## src/logic/pph_defs.svh

```systemverilog
// register offsets, field positions, reset values and keys of the port bank
`ifndef PPH_DEFS_SVH
`define PPH_DEFS_SVH
`define PPH_ADDR_EVENT 8'h04
`define PPH_ADDR_STATUS 8'h0b
`define PPH_ADDR_SCRATCH 8'h0d
`define PPH_ADDR_SRESET 8'h0e
`define PPH_ADDR_CAUSE 8'h0f
`define PPH_ADDR_VERSION 8'h10
`define PPH_ADDR_LED 8'hb5
`define PPH_ADDR_PORTCTL 8'hd9
`define PPH_BIT_BACKFEED 7
`define PPH_BIT_PWR_ON 5
`define PPH_BIT_STARTUP_FAILED 6
`define PPH_BIT_CAUSE_POR 0
`define PPH_BIT_CAUSE_SW 1
`define PPH_BIT_CAUSE_WD 2
`define PPH_BIT_OVR_SEL 0
`define PPH_BIT_OVR_VAL 1
`define PPH_RST_SCRATCH 4'h0
`define PPH_RST_CAUSE 3'h1
`define PPH_RST_LED 2'h2
`define PPH_RST_PORTCTL 2'h0
`define PPH_RESET_KEY 8'hab
`endif

```

## src/logic/pph_pkg.sv

```systemverilog
// types shared by the port register bank
package pph_pkg;
  typedef enum logic [2:0] {
    PPH_CLS_RESET = 3'h0,
    PPH_CLS_OVL = 3'h1,
    PPH_CLS_DIFF = 3'h2,
    PPH_CLS_0123 = 3'h3,
    PPH_CLS_4 = 3'h4
  } pph_class_t;
endpackage : pph_pkg

```

## src/logic/pph_regs.sv

```systemverilog
// host-visible register bank of a single-port power-sourcing manager
`timescale 1ns/1ps
`include "pph_defs.svh"
module pph_regs
  import pph_pkg::*;
#(
  parameter logic [2:0] DIG_REV = 3'h5, // arbitrary value
  parameter logic [2:0] ANA_REV = 3'h6 // arbitrary value
)
(
  input wire logic mclk,
  input wire logic arst_n,
  input wire logic [7:0] reg_addr,
  input wire logic reg_wr,
  input wire logic [7:0] reg_wdata,
  input wire logic reg_rd,
  output logic [7:0] reg_rdata,
  input wire logic backfeed_evt,
  input wire logic [1:0] signature_result,
  input wire logic class_done,
  input wire logic class_ovl,
  input wire logic class_first_4,
  input wire logic class_second_4,
  input wire logic port_powered,
  input wire logic startup_fail_evt,
  input wire logic startup_begin,
  input wire logic bus_wd_evt,
  input wire logic disable_pin,
  input wire logic led_auto_on,
  output logic port_cycle,
  output logic soft_reset,
  output logic port_enable,
  output logic restart_detect,
  output logic led_o,
  output logic led_oe
);
  logic back_feed_flag_q, back_feed_flag_d;
  pph_class_t class_q, class_d;
  logic power_on_flag_q, power_on_flag_d;
  logic startup_failed_q, startup_failed_d;
  logic [3:0] scratch_q, scratch_d;
  logic [2:0] cause_q, cause_d;
  logic [1:0] led_q, led_d;
  logic [1:0] portctl_q, portctl_d;
  logic [7:0] rdata_q, rdata_d;
  logic cycle_q, cycle_d;
  logic srst_q, srst_d;
  logic pen_q, pen_d;
  logic restart_q, restart_d;

  function automatic logic hit(input logic [7:0] a, input logic [7:0] r);
    hit = (a == r);
  endfunction : hit

  // classification outcome from both events
  function automatic pph_class_t class_code(input logic ovl,
    input logic first4, input logic second4);
    if (ovl)
      class_code = PPH_CLS_OVL;
    else if (first4 != second4)
      class_code = PPH_CLS_DIFF;
    else if (first4)
      class_code = PPH_CLS_4;
    else
      class_code = PPH_CLS_0123;
  endfunction : class_code

  logic wr_event, wr_status, wr_scratch, wr_sreset;
  logic wr_cause, wr_led, wr_portctl;

  always_comb
  begin
    wr_event = reg_wr && hit(reg_addr, `PPH_ADDR_EVENT);
    wr_status = reg_wr && hit(reg_addr, `PPH_ADDR_STATUS);
    wr_scratch = reg_wr && hit(reg_addr, `PPH_ADDR_SCRATCH);
    wr_sreset = reg_wr && hit(reg_addr, `PPH_ADDR_SRESET);
    wr_cause = reg_wr && hit(reg_addr, `PPH_ADDR_CAUSE);
    wr_led = reg_wr && hit(reg_addr, `PPH_ADDR_LED);
    wr_portctl = reg_wr && hit(reg_addr, `PPH_ADDR_PORTCTL);
  end

  // port state and host-written registers
  always_comb
  begin
    back_feed_flag_d = back_feed_flag_q;
    class_d = class_q;
    power_on_flag_d = port_powered;
    startup_failed_d = startup_failed_q;
    scratch_d = scratch_q;
    cause_d = cause_q;
    led_d = led_q;
    portctl_d = portctl_q;
    cycle_d = 1'b0;
    srst_d = 1'b0;
    restart_d = 1'b0;
    if (wr_event)
      back_feed_flag_d = reg_wdata[`PPH_BIT_BACKFEED];
    if (backfeed_evt)
      back_feed_flag_d = 1'b1;
    if (class_done)
      class_d = class_code(class_ovl, class_first_4, class_second_4);
    if (startup_begin)
      startup_failed_d = 1'b0;
    if (startup_fail_evt)
      startup_failed_d = 1'b1;
    // only a written 0 acts; a 1 is ignored since the host never sends it
    if (wr_status && !reg_wdata[`PPH_BIT_PWR_ON])
      cycle_d = 1'b1;
    if (wr_scratch)
      scratch_d = reg_wdata[3:0];
    if (wr_led)
      led_d = reg_wdata[1:0];
    if (wr_portctl)
    begin
      portctl_d = reg_wdata[1:0];
      // only the 1 to 0 move of select restarts detection
      if (portctl_q[`PPH_BIT_OVR_SEL] && !reg_wdata[`PPH_BIT_OVR_SEL])
        restart_d = 1'b1;
    end
    if (wr_sreset && reg_wdata == `PPH_RESET_KEY)
      srst_d = 1'b1;
    if (wr_cause)
      cause_d = reg_wdata[2:0];
    if (bus_wd_evt)
      cause_d[`PPH_BIT_CAUSE_WD] = 1'b1;
    // soft reset returns device state to defaults; the cause survives
    if (srst_q)
    begin
      back_feed_flag_d = backfeed_evt;
      class_d = PPH_CLS_RESET;
      // a failure seen in the reset cycle still wins over the default
      startup_failed_d = startup_fail_evt;
      scratch_d = `PPH_RST_SCRATCH;
      led_d = `PPH_RST_LED;
      portctl_d = `PPH_RST_PORTCTL;
      cycle_d = 1'b0;
      restart_d = 1'b0;
      cause_d[`PPH_BIT_CAUSE_SW] = 1'b1;
    end
  end

  always_ff @(posedge mclk or negedge arst_n)
  begin
    if (!arst_n)
    begin
      back_feed_flag_q <= 1'b0;
      class_q <= PPH_CLS_RESET;
      power_on_flag_q <= 1'b0;
      startup_failed_q <= 1'b0;
      scratch_q <= `PPH_RST_SCRATCH;
      cause_q <= `PPH_RST_CAUSE;
      led_q <= `PPH_RST_LED;
      portctl_q <= `PPH_RST_PORTCTL;
      cycle_q <= 1'b0;
      srst_q <= 1'b0;
      restart_q <= 1'b0;
    end
    else
    begin
      back_feed_flag_q <= back_feed_flag_d;
      class_q <= class_d;
      power_on_flag_q <= power_on_flag_d;
      startup_failed_q <= startup_failed_d;
      scratch_q <= scratch_d;
      cause_q <= cause_d;
      led_q <= led_d;
      portctl_q <= portctl_d;
      cycle_q <= cycle_d;
      srst_q <= srst_d;
      restart_q <= restart_d;
    end
  end

  // port enable: pin or host, dropped for one cycle on a push-button cycle
  always_comb
  begin
    if (portctl_q[`PPH_BIT_OVR_SEL])
      pen_d = portctl_q[`PPH_BIT_OVR_VAL];
    else
      pen_d = ~disable_pin;
    if (cycle_q || srst_q)
      pen_d = 1'b0;
  end

  // read data, one cycle after the strobe; unmapped reads give zero
  always_comb
  begin
    rdata_d = rdata_q;
    if (reg_rd)
    begin
      rdata_d = 8'h00;
      unique case (1'b1)
        hit(reg_addr, `PPH_ADDR_EVENT):
          rdata_d[`PPH_BIT_BACKFEED] = back_feed_flag_q;
        hit(reg_addr, `PPH_ADDR_STATUS):
          rdata_d = {1'b0, startup_failed_q, power_on_flag_q, class_q,
            signature_result};
        hit(reg_addr, `PPH_ADDR_SCRATCH):
          rdata_d = {4'h0, scratch_q};
        hit(reg_addr, `PPH_ADDR_CAUSE):
          rdata_d = {5'h00, cause_q};
        hit(reg_addr, `PPH_ADDR_VERSION):
          rdata_d = {2'h0, ANA_REV, DIG_REV};
        hit(reg_addr, `PPH_ADDR_LED):
          rdata_d = {6'h00, led_q};
        hit(reg_addr, `PPH_ADDR_PORTCTL):
          rdata_d = {6'h00, portctl_q};
        default:
          rdata_d = 8'h00;
      endcase
    end
  end

  always_ff @(posedge mclk or negedge arst_n)
  begin
    if (!arst_n)
    begin
      rdata_q <= 8'h00;
      pen_q <= 1'b0;
    end
    else
    begin
      rdata_q <= rdata_d;
      pen_q <= pen_d;
    end
  end

  pph_led_drive u_led (
    .mclk(mclk),
    .arst_n(arst_n),
    .ovr_sel(led_q[0]),
    .ovr_val(led_q[1]),
    .auto_on(led_auto_on),
    .led_o(led_o),
    .led_oe(led_oe)
  );

  assign reg_rdata = rdata_q;
  assign port_cycle = cycle_q;
  assign soft_reset = srst_q;
  assign port_enable = pen_q;
  assign restart_detect = restart_q;
endmodule : pph_regs

```

## src/logic/pph_led_drive.sv

```systemverilog
// open-drain indicator driver with host override
`timescale 1ns/1ps
`include "pph_defs.svh"
module pph_led_drive
  import pph_pkg::*;
(
  input wire logic mclk,
  input wire logic arst_n,
  input wire logic ovr_sel,
  input wire logic ovr_val,
  input wire logic auto_on,
  output logic led_o,
  output logic led_oe
);
  logic led_on;
  logic oe_q;
  logic oe_d;
  logic out_q;

  // host value is active low: 0 turns the indicator on
  always_comb
  begin
    led_on = ovr_sel ? ~ovr_val : auto_on;
    oe_d = led_on;
  end

  always_ff @(posedge mclk or negedge arst_n)
  begin
    if (!arst_n)
    begin
      oe_q <= 1'b0;
      out_q <= 1'b0;
    end
    else
    begin
      oe_q <= oe_d;
      out_q <= 1'b0;
    end
  end

  assign led_oe = oe_q;
  assign led_o = out_q;
endmodule : pph_led_drive

```

## config.mk

```make
export PLATFORM = sky130hd
export DESIGN_NAME = pph_regs
export DESIGN_NICKNAME = d
export VERILOG_FILES = /design/src/logic/pph_pkg.sv /design/src/logic/pph_regs.sv /design/src/logic/pph_led_drive.sv
export VERILOG_INCLUDE_DIRS = /design/src /design/src/logic
export SDC_FILE = /design/constraint.sdc
export NUM_CORES = 1
export LEC_CHECK = 0
export ABC_AREA = 1
export BUFFER_PORTS_ARGS = -buffer_cell sky130_fd_sc_hd__buf_2
export CAP_MARGIN = 20
export CORE_MARGIN = 2
export CORE_UTILIZATION = 41
export DETAILED_ROUTE_END_ITERATION = 8
export PLACE_DENSITY_LB_ADDON = 0.3
export SKIP_CTS_REPAIR_TIMING = 1
export SYNTH_ARGS = -nofsm -noshare
export SYNTH_HDL_FRONTEND = slang
export SYNTH_SLANG_ARGS = --single-unit
```

## constraint.sdc

```tcl
create_clock -name mclk -period 1.11 [get_ports mclk]
set_input_delay 0.0555 -clock mclk [delete_from_list [all_inputs] [get_ports mclk]]
set_output_delay 0.0555 -clock mclk [all_outputs]
set_load 0.005 [all_outputs]
```

==> run_results.csv <==
group,metric,value,unit
hold_path,hp-start,"led_auto_on",
die,dieWidth,65.07,um
global_route,largest_net_degree_at_the_start_of_global_routing,31,
synth,synth-warning-count,0,
setup_path,cp-end-kind,"register",
setup_path,crit_arrival,1290,ps
sta,timing.final.ws_setup,33.53,ps
routing,detailedRoute.firstPassIterationCount,4,
final_layout,drive_gt1_share,27.69,%
die,rows,22,
routing,detail_route.drc_violations,0,
routing,routed_wire_length_per_instance,12.09,um
global_route,wire_length_of_the_first_global_routing_pass,5892,um
die,initial_core_util,42.08,%
synth,synth-seq-cells,30,
sta,timing.final.hold_violations,1,
die,core-area,3633,um^2
setup_path,ff2ff_setup_slack,30,ps
setup_path,reg2reg_depth,4,
cts,worst_skew_pair.late_latency,280,ps
setup_path,timing.critical_path.slowest_stage_cell,"dfrtp_2",
setup_path,timing.setup.critical_path_class,"register to register",
sta,max_clock_freq,929.0,MHz
placement,post_dp_cell_area,1833,um^2
setup_path,setup.worst_path.start_class,"register",
cts,numClockSinks,30,
setup_path,regToRegEndpoint,"class_q[1]",
final_layout,layout.core_utilization,56.99,%
final_layout,n_antenna_cell,0,
sta,final.setup_skew,4.237,ps
global_route,number_of_antenna_violations_at_the_first_check_in_global_routing,0,
setup_path,cpLargestDelayFamily,"flip-flops",
sta,timing.hold.ws,-20.87,ps
cts,clk_pin_slew,70,ps
routing,vias_per_cell,4.760,
synth,average_cell_area_after_synthesis,7.841,um^2
routing,first_iter_violations,87,
cts,cts-buffers-inserted,5,
die,fp.dieArea,4233,um^2
synth,synthesized_nets,228,
final_layout,numnets_final,292,
cts,cts.root.buffer_cell,"clkbuf_8",
routing,wl,3725,um
setup_path,r2r-start,"soft_reset",
placement,count_of_buffers_from_port_buffering,45,
pwr,peakVddDrop,0.7441,mV
hold_path,hold_class,"primary input to register",
setup_path,cp_max_fo,5,
sta,timing.final.crit_period,1076,ps
cts,cts.path.max_buffers,2,
placement,globalplace.congestion,0.8357,
setup_path,timing.critical_path.slowest_cell_delay,450,ps
synth,synthesis.area,1529,um^2
global_route,grt-ovfl-total,0,
synth,postSynthCellCount,195,
pwr,power.leakage,1.128,nW
status,outcome,"finished with violations",
synth,synth_cell_type_count,27,
placement,dp.final_hpwl,2721,um
die,die_y,65.07,um
global_route,grt_util_all_layers,18.97,%
pwr,pwr_density_cell,1258,nW/um^2
cts,ctsHtreeMaxLevel,2,
placement,dp_worst_setup_slack,1.297,ps
run,drv_cap,0,
final_layout,post-route-cell-area,2071,um^2
routing,detail-route-antenna-nets,0,
sta,timing_max_transition_violations_final,0,
global_route,grt_pass1_vias,1307,
sta,setup-violations-final,0,
cts,cts_tree,"yes",
setup_path,worstPathCellList,"inv_4, nand2_1, or2_2, o22ai_1",
die,ios,47,
setup_path,timing.critical_path.required,1320,ps
hold_path,worst_hold_path.num_cells,3,
setup_path,critical_path.n_buffers_inverters,1,
sta,fin_crit_sh,96.98,%
status,failed_checks,"hold timing",
synth,synth-seq-area-share,49.26,%
routing,vias,1466,
hold_path,min_delay_worst_endpoint,"u_led.led_oe",
final_layout,area_delta_synth_final,35.43,%
logic make-up after synthesis:
kind of cell	share of synthesized area (%)
other	0.2453
AO/OA/AOI/OAI	10.23
flip-flops	49.26
AND/OR/NAND/NOR	33.06
buffers and inverters	7.201
final cells by class:
| cell class | instances | area (um^2) |
|---|---|---|
| Tap cell | 48 | 60.06 |
| Multi-Input combinational cell | 139 | 671.9 |
| Timing Repair Buffer | 60 | 379.1 |
| Sequential cell | 30 | 754.5 |
| Fill cell | 362 | 1563 |
| Clock inverter | 1 | 30.03 |
| Clock buffer | 7 | 86.33 |
| Inverter | 23 | 88.84 |
stage by stage:
| stage | power (mW) | TNS, ps | std cells |
|---|---|---|---|
| after floorplan | 1.308 | 0 | 195 |
| after global placement | 1.450 | 0 | 289 |
| after detailed placement | 1.453 | 0 | 289 |
| after CTS | 2.595 | -25.69 | 297 |
| after global routing | 2.737 | -1.525 | 308 |
| final | 2.604 | 0 | 308 |
how the worst max path moves through the flow:
stage / from / end / cells past startpoint
after floorplan: soft_reset / class_q[1] / 4
after global placement: soft_reset / class_q[2] / 4
after detailed placement: soft_reset / class_q[1] / 4
after CTS: soft_reset / class_q[1] / 4
after global routing: soft_reset / class_q[1] / 4
final: soft_reset / class_q[1] / 4
flip-flops by register name, indices dropped and copies added (netlist names):
signal	count
portctl_q	2
back_feed_flag_q	1
port_enable	1
u_led.led_oe	1
cause_q	3
soft_reset	1
class_q	3
startup_failed_q	1
restart_detect	1
scratch_q	4
port_cycle	1
reg_rdata	8
power_on_flag_q	1
led_q	2
routing by layer:
layer	track usage, %	part of all wire [%]
met3	4.340	5.6
met5	0	0
met2	27.96	45
met4	10.16	2.2
met1	25.89	47
synthesized netlist by cell type:
cell type,count,area [um^2]
a21o_1,1,7.510
a21oi_1,3,15.01
nor2_2,1,6.260
nor2_1,20,75.07
buf_4,1,7.510
inv_1,22,82.58
o21bai_1,3,22.52
o211ai_1,2,15.01
o21ai_1,3,15.01
nand4_1,3,18.77
clkinv_1,1,3.750
nand3_1,23,115.1
dfstp_2,2,52.55
o22ai_1,3,18.77
nor2_4,4,45.04
nand2_2,2,12.51
buf_6,1,11.26
o21ai_0,9,45.04
dfrtp_1,28,700.7
nor3_1,3,15.01
nand2_1,53,198.9
a2111oi_0,1,8.760
nor4_1,1,6.260
buf_2,1,5.000
o21ai_2,1,8.760
or2_2,2,12.51
conb_1,1,3.750
report_power, final:
| group | switching (mW) | internal, mW | leakage (nW) |
|---|---|---|---|
| registers | 0.0227 | 1.15 | 0.376 |
| logic | 0.164 | 0.130 | 0.694 |
| clock network | 0.410 | 0.731 | 0.0585 |
| total | 0.596 | 2.01 | 1.13 |
worst min-delay path: stages:
cell	delay, ps
buf_2	70
nand2_1	40
o21ai_0	60
layout by cell type, fill, tap and decap left out, types with 2 or more instances in the layout:
cell type      instances
dfstp_2                2
clkbuf_8               6
o21ai_0                9
nor2_4                 4
nor2_1                20
o22ai_1                2
inv_1                 21
nand3_1               23
nand2_1               53
buf_4                  3
o211ai_1               2
o21bai_1               3
nand2_2                2
buf_2                 45
nor3_1                 3
o21ai_1                3
or2_2                  2
dlygate4sd3_1         10
a21oi_1                3
nand4_1                3
dfrtp_1               27
Note: power is estimated with default switching activity, not from simulation.
